**src/hw/tac_pkg.sv**
```systemverilog
// Purpose: Shared constants and types for the touch acquisition control.
// Assumes: One 10 MHz clock, synchronous active-high reset.
// Notes:   Long counts are scaled by one-millisecond tick enables.
package tac_pkg;

  // ==========================================================================
  // Clock and timing
  // ==========================================================================
  localparam int CLK_HZ        = 10000000;
  localparam int TICK_US       = 1000;
  localparam int TICK_CYCLES   = CLK_HZ / 1000000 * TICK_US;
  localparam int BOOT_MS       = 48;
  localparam int ACQ_LINE_MS   = 2;
  localparam int ACQ_TOTAL_MS  = 250;

  // ==========================================================================
  // Widths and sizes
  // ==========================================================================
  localparam int NSENS         = 8;
  localparam int INTW          = 8;
  localparam int SIGW          = 12;
  localparam int POSW          = 8;
  localparam int MSW           = 8;

  // ==========================================================================
  // Reset values
  // ==========================================================================
  localparam logic [INTW-1:0] INTEG_RST = 8'h00;

  typedef enum logic [1:0] {
    TAC_SLEEP,
    TAC_BURST
  } tac_phase_type;

endpackage

```
**src/hw/tac_sens_if.sv**
```systemverilog
// Purpose: Carries per-acquisition sensor data to the integrator.
// Assumes: Signals are sampled on mclk.
// Notes:   One vector bit per sensor.
`timescale 1ns/1ps
interface tac_sens_if;
  import tac_pkg::*;
  logic                     acq_done;
  logic                     clear;
  logic [NSENS-1:0]         above;
  logic [INTW-1:0]          limit;
  logic [NSENS-1:0]         touched;
  modport ctrl (output acq_done, output clear, output above, output limit,
                input touched);
  modport integ (input acq_done, input clear, input above, input limit,
                 output touched);
endinterface

```
**src/hw/tac_integrator.sv**
```systemverilog
// Purpose: Per-sensor detection integrator.
// Assumes: acq_done pulses once per finished acquisition.
// Notes:   Counters saturate at the limit so touch stays latched.
`timescale 1ns/1ps
module tac_integrator (
  input wire logic mclk,
  input wire logic rst,
  tac_sens_if.integ s
);
  import tac_pkg::*;

  // ==========================================================================
  // Counters
  // ==========================================================================
  logic [INTW-1:0] count      [NSENS];
  logic [INTW-1:0] next_count [NSENS];

  genvar g;
  generate
    for (g = 0; g < NSENS; g++) begin : g_sens
      // Count up while above threshold, restart on any miss.
      always_comb begin
        next_count[g] = count[g];
        if (s.clear) begin
          next_count[g] = INTEG_RST;
        end else if (s.acq_done) begin
          if (!s.above[g]) begin
            next_count[g] = INTEG_RST;
          end else if (count[g] < s.limit) begin
            next_count[g] = count[g] + 8'h01;
          end
        end
      end

      // Register only.
      always_ff @(posedge mclk) begin
        if (rst) begin
          count[g] <= INTEG_RST;
        end else begin
          count[g] <= next_count[g];
        end
      end

      // Touched once the limit is reached; a zero limit never declares.
      assign s.touched[g] = (s.limit != INTEG_RST) &&
                            (count[g] >= s.limit);
    end
  endgenerate

endmodule // tac_integrator

```
**src/hw/tac_ctrl.sv**
```systemverilog
// Purpose: Boot notice, burst scheduling, integration, calibration,
//          noise, moisture and grip control of a touch controller.
// Assumes: Analog front end supplies per-sensor mutual signal levels and self touch results.
// Notes:   Intervals are in milliseconds of the internal tick.
// Behaviour
// - After boot, pull message line low
// - Active or idle, bursts then sleep
// - Cycle lengths from idle/active intervals
// - Count acquisitions above threshold
// - Touched when count reaches limit
// - Clear count when below threshold
// - Report signal error on acquisition timeout
// - Recalibrate on any calibration trigger
// - Noise suppression on host or measured noise
// - Prefer mutual data, self fills gaps
// - Moisture from both; then self single touch
// - Suppress touches in edge band
// - Assert message line after reset (code keeps it released until the 48 ms boot count ends)
`timescale 1ns/1ps
module tac_ctrl (
  input  wire logic                         mclk,
  input  wire logic                         rst,
  input  wire logic [tac_pkg::MSW-1:0]      idle_cycle_interval,
  input  wire logic [tac_pkg::MSW-1:0]      active_cycle_interval,
  input  wire logic [tac_pkg::MSW-1:0]      active_idle_timeout,
  input  wire logic [tac_pkg::INTW-1:0]     integ_limit,
  input  wire logic [tac_pkg::SIGW-1:0]     touch_threshold,
  input  wire logic [tac_pkg::NSENS*tac_pkg::SIGW-1:0] mutual_signal,
  input  wire logic [tac_pkg::NSENS-1:0]    self_touch,
  input  wire logic                         self_enable,
  input  wire logic                         moisture_comp_enable,
  input  wire logic                         mutual_moisture,
  input  wire logic                         self_moisture,
  input  wire logic                         acq_line_done,
  input  wire logic                         acq_end,
  input  wire logic                         host_recal,
  input  wire logic                         self_tune,
  input  wire logic                         mutual_recal_req,
  input  wire logic                         self_recal_req,
  input  wire logic                         config_changed,
  input  wire logic                         host_noise,
  input  wire logic                         line_noise,
  input  wire logic [tac_pkg::POSW-1:0]     touch_x,
  input  wire logic [tac_pkg::POSW-1:0]     touch_y,
  input  wire logic [tac_pkg::POSW-1:0]     screen_x_max,
  input  wire logic [tac_pkg::POSW-1:0]     screen_y_max,
  input  wire logic [tac_pkg::POSW-1:0]     grip_band,
  input  wire logic                         message_read,
  output logic                              message_pending_line_n,
  output logic                              message_pending_oe,
  output logic                              active_mode,
  output logic                              burst_on,
  output logic                              signal_error_flag,
  output logic                              recalibrate,
  output logic                              noise_suppress,
  output logic                              moisture_present,
  output logic                              use_self_single,
  output logic [tac_pkg::NSENS-1:0]         touched,
  output logic                              report_touch
);
  import tac_pkg::*;

  // ==========================================================================
  // Millisecond tick
  // ==========================================================================
  logic [15:0] tick_cnt, next_tick_cnt;
  logic        tick;

  // A single divider keeps every slow count on one clock.
  always_comb begin
    next_tick_cnt = tick_cnt + 16'h0001;
    if (tick_cnt == 16'(TICK_CYCLES - 1)) begin
      next_tick_cnt = 16'h0000;
    end
  end
  assign tick = (tick_cnt == 16'(TICK_CYCLES - 1));

  always_ff @(posedge mclk) begin
    if (rst) begin
      tick_cnt <= 16'h0000;
    end else begin
      tick_cnt <= next_tick_cnt;
    end
  end

  // ==========================================================================
  // Boot and message line
  // ==========================================================================
  logic [MSW-1:0] boot_ms, next_boot_ms;
  logic           booted, next_booted;
  logic           pend, next_pend;
  logic           signal_error_flag_set;
  logic           mode_change;
  logic [NSENS-1:0] touched_int;
  logic           recal_now;

  // Line stays released (input) during boot, then low shows a message.
  always_comb begin
    next_boot_ms = boot_ms;
    next_booted  = booted;
    next_pend    = pend;
    if (!booted && tick) begin
      next_boot_ms = boot_ms + 8'h01;
      if (boot_ms == 8'(BOOT_MS - 1)) begin
        next_booted = 1'b1;
        next_pend   = 1'b1;
      end
    end else if (booted && message_read) begin
      next_pend = 1'b0;
    end
    if (booted && (signal_error_flag_set || mode_change)) begin
      next_pend = 1'b1; // Set wins over the host's read.
    end
  end

  // ==========================================================================
  // Burst scheduling
  // ==========================================================================
  logic [MSW-1:0] cyc_ms, next_cyc_ms;
  logic [MSW-1:0] quiet_ms, next_quiet_ms;
  logic           act, next_act;
  logic           any_touch;
  logic [MSW-1:0] cyc_len;

  assign any_touch = |touched_int;
  assign cyc_len   = act ? active_cycle_interval : idle_cycle_interval;
  assign mode_change = (next_act != act);

  // Bursts open each cycle; the front end ends them with acq_end.
  always_comb begin
    next_cyc_ms   = cyc_ms;
    next_quiet_ms = quiet_ms;
    next_act      = act;
    if (booted && tick) begin
      next_cyc_ms = (cyc_ms + 8'h01 >= cyc_len) ? 8'h00 : cyc_ms + 8'h01;
    end
    if (any_touch) begin
      next_act      = 1'b1;
      next_quiet_ms = 8'h00;
    end else if (act && tick) begin
      next_quiet_ms = quiet_ms + 8'h01;
      if (quiet_ms + 8'h01 >= active_idle_timeout) begin
        next_act      = 1'b0;
        next_quiet_ms = 8'h00;
      end
    end
  end

  tac_phase_type phase, next_phase;
  logic [MSW-1:0] acq_ms, next_acq_ms;
  logic [MSW-1:0] line_ms, next_line_ms;

  // Burst then sleep, repeating in either mode.
  always_comb begin
    next_phase   = phase;
    next_acq_ms  = acq_ms;
    next_line_ms = line_ms;
    signal_error_flag_set = 1'b0;
    case (phase)
      TAC_SLEEP: begin
        if (booted && tick && cyc_ms == 8'h00) begin
          next_phase   = TAC_BURST;
          next_acq_ms  = 8'h00;
          next_line_ms = 8'h00;
        end
      end
      TAC_BURST: begin
        if (tick) begin
          next_acq_ms  = acq_ms + 8'h01;
          next_line_ms = line_ms + 8'h01;
        end
        if (acq_line_done) begin
          next_line_ms = 8'h00;
        end
        if (acq_end) begin
          next_phase = TAC_SLEEP;
        end else if (acq_ms >= 8'(ACQ_TOTAL_MS) ||
                     line_ms >= 8'(ACQ_LINE_MS)) begin
          signal_error_flag_set = 1'b1;
          next_phase = TAC_SLEEP;
        end
      end
      default: next_phase = TAC_SLEEP;
    endcase
  end

  // ==========================================================================
  // Integrator
  // ==========================================================================
  tac_sens_if sif ();
  logic [NSENS-1:0] above;

  genvar g;
  generate
    for (g = 0; g < NSENS; g++) begin : g_th
      // Mutual first; self only fills in when enabled.
      assign above[g] = (mutual_signal[g*SIGW +: SIGW] > touch_threshold) ||
                        (self_enable && self_touch[g]);
    end
  endgenerate

  assign sif.acq_done = (phase == TAC_BURST) && acq_end;
  assign sif.clear    = recal_now;
  assign sif.above    = above;
  assign sif.limit    = integ_limit;
  assign touched_int  = sif.touched;

  tac_integrator u_integ (
    .mclk (mclk),
    .rst  (rst),
    .s    (sif)
  );

  // ==========================================================================
  // Calibration, noise, moisture, grip
  // ==========================================================================
  logic moist, next_moist;
  logic grip_hit;

  assign recal_now = host_recal || self_tune || mutual_recal_req ||
                     self_recal_req || config_changed ||
                     (moist && !next_moist);

  // Moisture needs both data types, so self scheduling is required.
  always_comb begin
    next_moist = 1'b0;
    if (moisture_comp_enable && self_enable) begin
      next_moist = mutual_moisture || self_moisture;
    end
  end

  // Edge band hides grip touches but keeps the centre live.
  assign grip_hit = (touch_x < grip_band) || (touch_y < grip_band) ||
                    (touch_x > screen_x_max - grip_band) ||
                    (touch_y > screen_y_max - grip_band);

  // ==========================================================================
  // State registers
  // ==========================================================================
  always_ff @(posedge mclk) begin
    if (rst) begin
      boot_ms  <= 8'h00;
      booted   <= 1'b0;
      pend     <= 1'b0;
      cyc_ms   <= 8'h00;
      quiet_ms <= 8'h00;
      act      <= 1'b0;
      phase    <= TAC_SLEEP;
      acq_ms   <= 8'h00;
      line_ms  <= 8'h00;
      moist    <= 1'b0;
    end else begin
      boot_ms  <= next_boot_ms;
      booted   <= next_booted;
      pend     <= next_pend;
      cyc_ms   <= next_cyc_ms;
      quiet_ms <= next_quiet_ms;
      act      <= next_act;
      phase    <= next_phase;
      acq_ms   <= next_acq_ms;
      line_ms  <= next_line_ms;
      moist    <= next_moist;
    end
  end

  // Outputs straight from flip-flops.
  always_ff @(posedge mclk) begin
    if (rst) begin
      message_pending_line_n <= 1'b0;
      message_pending_oe     <= 1'b0;
      active_mode            <= 1'b0;
      burst_on               <= 1'b0;
      signal_error_flag      <= 1'b0;
      recalibrate            <= 1'b0;
      noise_suppress         <= 1'b0;
      moisture_present       <= 1'b0;
      use_self_single        <= 1'b0;
      touched                <= '0;
      report_touch           <= 1'b0;
    end else begin
      message_pending_line_n <= 1'b0;
      message_pending_oe     <= next_pend;
      active_mode            <= next_act;
      burst_on               <= (next_phase == TAC_BURST);
      if (signal_error_flag_set) begin
        signal_error_flag <= 1'b1;
      end else if (message_read) begin
        signal_error_flag <= 1'b0;
      end
      recalibrate            <= recal_now;
      noise_suppress         <= host_noise || line_noise;
      moisture_present       <= next_moist;
      use_self_single        <= next_moist;
      touched                <= touched_int;
      report_touch           <= any_touch && !grip_hit;
    end
  end

endmodule // tac_ctrl

```
**config.mk**
```make
export PLATFORM = sky130hd
export DESIGN_NAME = tac_ctrl
export DESIGN_NICKNAME = d
export VERILOG_FILES = /design/src/hw/tac_pkg.sv /design/src/hw/tac_sens_if.sv /design/src/hw/tac_integrator.sv /design/src/hw/tac_ctrl.sv
export SDC_FILE = /design/constraint.sdc
export NUM_CORES = 1
export LEC_CHECK = 0
export BUFFER_PORTS_ARGS = -buffer_cell sky130_fd_sc_hd__buf_2
export CAP_MARGIN = 20
export CORE_ASPECT_RATIO = 1.4
export CORE_MARGIN = 2
export CORE_UTILIZATION = 30
export CTS_BUF_LIST = sky130_fd_sc_hd__clkbuf_8
export DETAILED_ROUTE_END_ITERATION = 8
export MAX_ROUTING_LAYER = met4
export SYNTH_ARGS = -nofsm -noshare
export SYNTH_HDL_FRONTEND = slang
export SYNTH_HIERARCHICAL = 1
export SYNTH_SLANG_ARGS = --single-unit
```
**constraint.sdc**
```tcl
create_clock -name mclk -period 6 [get_ports mclk]
set_clock_uncertainty 0.1 [all_clocks]
set_input_delay 0.6 -clock mclk [delete_from_list [all_inputs] [get_ports mclk]]
set_output_delay 0.6 -clock mclk [all_outputs]
set_load 0.01 [all_outputs]
```
# ---- After elaboration in Yosys (flattened, before gate mapping)
# Memory sizes are Yosys's and may differ from the RTL's.
# Index checks and enable logic that the tools add are counted.
# Widths: inputs -> output; s select.
dict set report word_totals {
  inputBits 204
  ff_bits 75
  ram_bits 64
  n_memories 1
}
# name depth width read_ports rd_ports_with_merged_regs wr line
set mem_list {}
lappend mem_list {u_integ.count 8 8 8 0 8 tac_integrator.sv:15} ;# logic [INTW-1:0] count [NSENS];
dict set report op_classes {
  mux 69
  eq_ne 9
  n_lt_le_gt_ge 32
  n_addsub 16
  reduce_logical 62
  bitwise 8
}
# cell count
set op_table {}
lappend op_table {{$mux 8} 47}
lappend op_table {{$add 8x1->8 const B} 13}
lappend op_table {{$gt 12x12->1} 8}
lappend op_table {{$ge 8x8->1} 10}
lappend op_table {{$lt 8x8->1} 10}
lappend op_table {{$pmux 8 s2} 2}
lappend op_table {{$logic_and 1x1->1} 26}
lappend op_table {{$logic_or 1x1->1} 20}
lappend op_table {{$add 16x1->16 const B} 1}
lappend op_table {{$eq 16x14->1 const B} 1}
lappend op_table {{$gt 8x8->1} 2}
lappend op_table {{$mux 1} 16}
lappend op_table {{$sub 8x8->8} 2}
lappend op_table {{$reduce_or 9->1} 1}
lappend op_table {{$eq 8x6->1 const B} 1}
lappend op_table {{$ge 8x2->1 const B} 1}
lappend op_table {{$ge 8x8->1 const B} 1}
lappend op_table {{$logic_not 8->1} 1}
lappend op_table {{$or 1x1->1} 8}
lappend op_table {{$reduce_bool 8->1} 1}
lappend op_table {{$reduce_or 8->1} 1}
lappend op_table {{$mux 2} 3}
lappend op_table {{$reduce_and 3->1} 2}
lappend op_table {{$eq 2x1->1 const B} 2}
lappend op_table {{11 further kinds} 16}

# ---- Depth between registers and ports, before layout
dict set report logic_depth {
  ltp_word 10
  depth_mapped 16
  mapped_depth_nobuf 16
}

# ---- Hierarchy
# Netlist, hierarchy kept.
# mod n_inst cells_per_inst area_per_inst_um2
set modules_own_cells {}
lappend modules_own_cells {tac_ctrl 1 837 7161.9}
lappend modules_own_cells {tac_integrator 1 685 5337.6}

# ---- Worst setup path before layout
# OpenSTA, ideal clock, no wires.
dict set report synth_timing {
  kind {input port to flip-flop}
  from {input port integ_limit[1] in the netlist's numbering}
  to {register quiet_ms[0]}
  setup_ns 0.058
  path_buffers 1
  arrival_time_ns 3.305
  cell_stages 14
  slack_ns 2.537
  path_cell_list {inv_1 ha_1 nor2b_1 o211ai_1 a21o_1 clkbuf_1 o211ai_1 and2_1 or4_1 nor2_1 nand2_1 nor2_1 and2_1 mux2_2}
}
dict set report synth_via {
  elab_chain_len 3
  elab_cells_between_ends 18
  classes_between {order compare (8); reduce/logical (10)}
}
# element line
set synth_rtl {}
lappend synth_rtl {{from (decl)} tac_ctrl.sv:26} ;# input wire logic [tac_pkg::INTW-1:0] integ_limit,
lappend synth_rtl {{$ge 8x8->1 or $reduce_bool 8->1 (tied branches)} {tac_integrator.sv:46, tac_integrator.sv:45}}
lappend synth_rtl {{$logic_and 1x1->1 (*)} tac_integrator.sv:45} ;# assign s.touched[g] = (s.limit != INTEG_RST) &&
lappend synth_rtl {{via sif.touched[5]} tac_sens_if.sv:11} ;# logic [NSENS-1:0] touched;
lappend synth_rtl {{$reduce_or 9->1 (no source line) (*)} --}
lappend synth_rtl {{to (signal assigned)} tac_ctrl.sv:257} ;# quiet_ms <= next_quiet_ms;
lappend synth_rtl {{to (decl)} tac_ctrl.sv:120} ;# logic [MSW-1:0] quiet_ms, next_quiet_ms;
# Mark *: on every way through the listed nets, which the timed path passes. The rest lies on a longest branch.
# A chain may end at the register's enable or synchronous reset.

# ---- Worst setup path in the final report
# Same ends and word-level chain as after synthesis.

==> results.yml <==
final_layout:
  fin_nets: 2167
  finalInstanceArea_um2: 14500
  drive_above_1_share_pct: 17.4
  fin_util_pct: 35.3
  area_growth_pct: 16.4
  n_fill_cell: 4365
synthesis:
  synth_seq_cells: 139
  synth_most_common_cell: "ha_1"
  syn_inst: 1522
  yosysSeqAreaShare_pct: 22.3
  yosysTopAreaCell: "ha_1"
  synthTopCellsByArea: "ha_1, dfxtp_1, nand4_1"
  postSynthAreaPerCell_um2: 8.21
  yosysWarnings: 6
  synth_top_area_share_pct: 23.7
  ys_top_cells_by_count: "ha_1, dfxtp_1, nand2_1"
  yosys_most_used_dff: "dfxtp_1"
  synth_edf_count: 0
  synth.distinct_cells: 71
  async_reset_ff_share_pct: 0
  mappedNetlistArea_um2: 12500
grt:
  grt_antenna_before_repair: 1
  grt_max_degree: 52
  grt_usage_pct: 17.4
  grt_pass1_vias: 12502
  grt_pass1_wl_um: 59800
  grt_overflow: 0
critical_path:
  worstPathRequired_ns: 6.31
  path_class: "primary input to flop"
  worstPathMaxFanout: 12
  cp_data_arrival_time_ns: 4.09
  startpoint_type: "primary input"
  endpoint_kind: "flop"
clocking:
  clock_latency_ns: 0.47
  cts-root-buf: "clkbuf_8"
  cts_setup_buffers: 0
  h-tree-depth: 4
  cts_resized: 0
  cts_tree: "done"
  clk_pin_slew_ns: 0.09
  cts_made_buffers: 17
  hold_buffers: 0
  cts.path.max_buffers: 2
  clock-sinks: 139
floorplanning:
  io_pins: 222
  start_util_pct: 30.4
  core_area_um2: 41200
  dieArea_um2: 43300
  die_h_um: 246
  fp-row-count: 88
  die_w_um: 177
flow_run:
  maxCapViolCount: 0
detailed_routing:
  drcViolationCount: 0
  drt_iter0_markers: 576
  num_vias: 12560
  drtAntennaViolNets: 0
  wire_per_inst_um: 16.5
  first_pass_iters: 6
  wirelength_um: 37500
  viasPerCell: 5.51
sta:
  setup_violations: 0
  fin_crit_sh_pct: 63.0
  fin_hold_ws_ns: 0.250
  relSlewSlack_pct: 30.1
  max_freq_mhz: 264
  rsz0062_at_grt: "false"
  period_needed_ns: 3.78
  setup_tns_ns: 0
  final_max_slew_viol_count: 0
  worst_slew_pin_slew_ns: 1.04
  hold_violations: 0
run_status:
  status: "finished, final reports clean"
power_and_ir_drop:
  p_leak_uw: 0.00644
  power_density_nw_per_um2: 148
  ir_worst_vdd_mv: 0.127
hold_path:
  hold_path.class: "primary input to flop"
place:
  port_buffers: 220
  place_hpwl_um: 29800
  placed_area_um2: 14200
  place_congestion: 0.880
-- path summary, 6_finish.rpt --
path                                           from              to  slack (ns)  cells after the start
worst max-delay path                 integ_limit[1]     quiet_ms[0]        2.22                     13
worst min register to register          tick_cnt[0]     tick_cnt[0]        0.35                      1
worst max register to register  u_integ/count[1][9]     quiet_ms[0]        2.38                     12
worst min-delay path                     host_noise  noise_suppress        0.25                      3
-- layout by cell type, fill, tap and decap left out, types with 7 or more instances in the layout --
| cell | Yosys | layout |
|---|---|---|
| o221ai_1 | 7 | 7 |
| and2_1 | 10 | 10 |
| a21o_1 | 50 | 50 |
| dfxtp_1 | 139 | 139 |
| a31oi_1 | 43 | 43 |
| o2111ai_1 | 10 | 10 |
| nor2_1 | 100 | 100 |
| o311ai_0 | 21 | 21 |
| a211oi_1 | 11 | 11 |
| xnor2_1 | 25 | 25 |
| inv_1 | 88 | 88 |
| nand2b_1 | 8 | 8 |
| xor2_1 | 35 | 35 |
| o211ai_1 | 25 | 25 |
| ha_1 | 237 | 237 |
| or2_2 | 7 | 7 |
| nor2b_1 | 30 | 30 |
| and3_1 | 32 | 32 |
| nand3_1 | 64 | 64 |
| o21a_1 | 19 | 19 |
| o31a_1 | 7 | 7 |
| nand4_1 | 85 | 85 |
| clkbuf_8 | 0 | 17 |
| a2111oi_0 | 7 | 7 |
| a31o_2 | 14 | 14 |
| buf_2 | 2 | 220 |
| mux2i_1 | 9 | 9 |
| nand2_1 | 138 | 138 |
| buf_4 | 4 | 9 |
| nor3_1 | 31 | 31 |
| or4_1 | 19 | 19 |
| o21ai_0 | 40 | 40 |
| a21oi_1 | 72 | 72 |
-- registers in the layout, indices dropped and copies added (netlist names), 2 cells and up --
register and flops:
u_integ/count 64, line_ms 8, tick_cnt 16, boot_ms 8, touched 8, cyc_ms 8
acq_ms 8, phase 2, quiet_ms 8
-- kinds of logic after synthesis --
group | synth area share, %
AND/OR/NAND/NOR | 23.2
AO/OA/AOI/OAI | 21.1
adder cells (fa/ha/maj) | 24.0
flip-flops | 22.3
buffers and inverters | 4.19
XOR/XNOR | 4.20
multiplexers | 0.991
other | 0.0300
-- where the power goes --
group | internal (µW) | switching, µW | leakage, µW
Sequential | 926 | 4.65 | 0.00112
Combinational | 209 | 254 | 0.00512
Clock | 310 | 452 | 0.000195
Total | 1440 | 711 | 0.00644
-- stage by stage --
step | cells | setup WS [ns] | power [µW]
2_1_floorplan | 1523 | 2.54 | 1240
3_3_place_gp | 2245 | 1.87 | 1400
3_5_place_dp | 2245 | 1.77 | 1410
4_1_cts | 2277 | 2.26 | 2180
5_1_grt | 2278 | 1.96 | 2280
6_report | 2278 | 2.22 | 2160
-- worst max-delay path, stage by stage --
cell      delay, ns
buf_2          0.10
inv_1          0.29
ha_1           0.31
nor2b_1        0.13
o211ai_1       0.20
a21oi_1        0.29
o31a_2         0.44
or4_1          0.51
nor2_1         0.46
nand2_1        0.23
nor2_1         0.13
and2_1         0.22
mux2_2         0.17
-- area by class of cell --
class	instances	area (µm²)	share of cell area, %
clock buffer	17	234	1.61
inverter	88	330	2.27
clock inverter	15	155	1.07
antenna	1	2.50	0.0172
timing repair buffer	229	1170	8.03
multi-input combinational	1249	9200	63.2
tap	540	676	4.65
sequential	139	2780	19.1
-- metal layers --
| metal | track usage, % | wire length [µm] | vias to the layer above |
|---|---|---|---|
| li1 | - | - | 6163 |
| met1 | 18.7 | 15400 | 5833 |
| met2 | 32.1 | 19200 | 472 |
| met3 | 2.10 | 1760 | 92 |
| met4 | 7.07 | 1180 | 0 |
| met5 | - | 0 | - |
No activity file was read; power rests on OpenSTA's default activity.
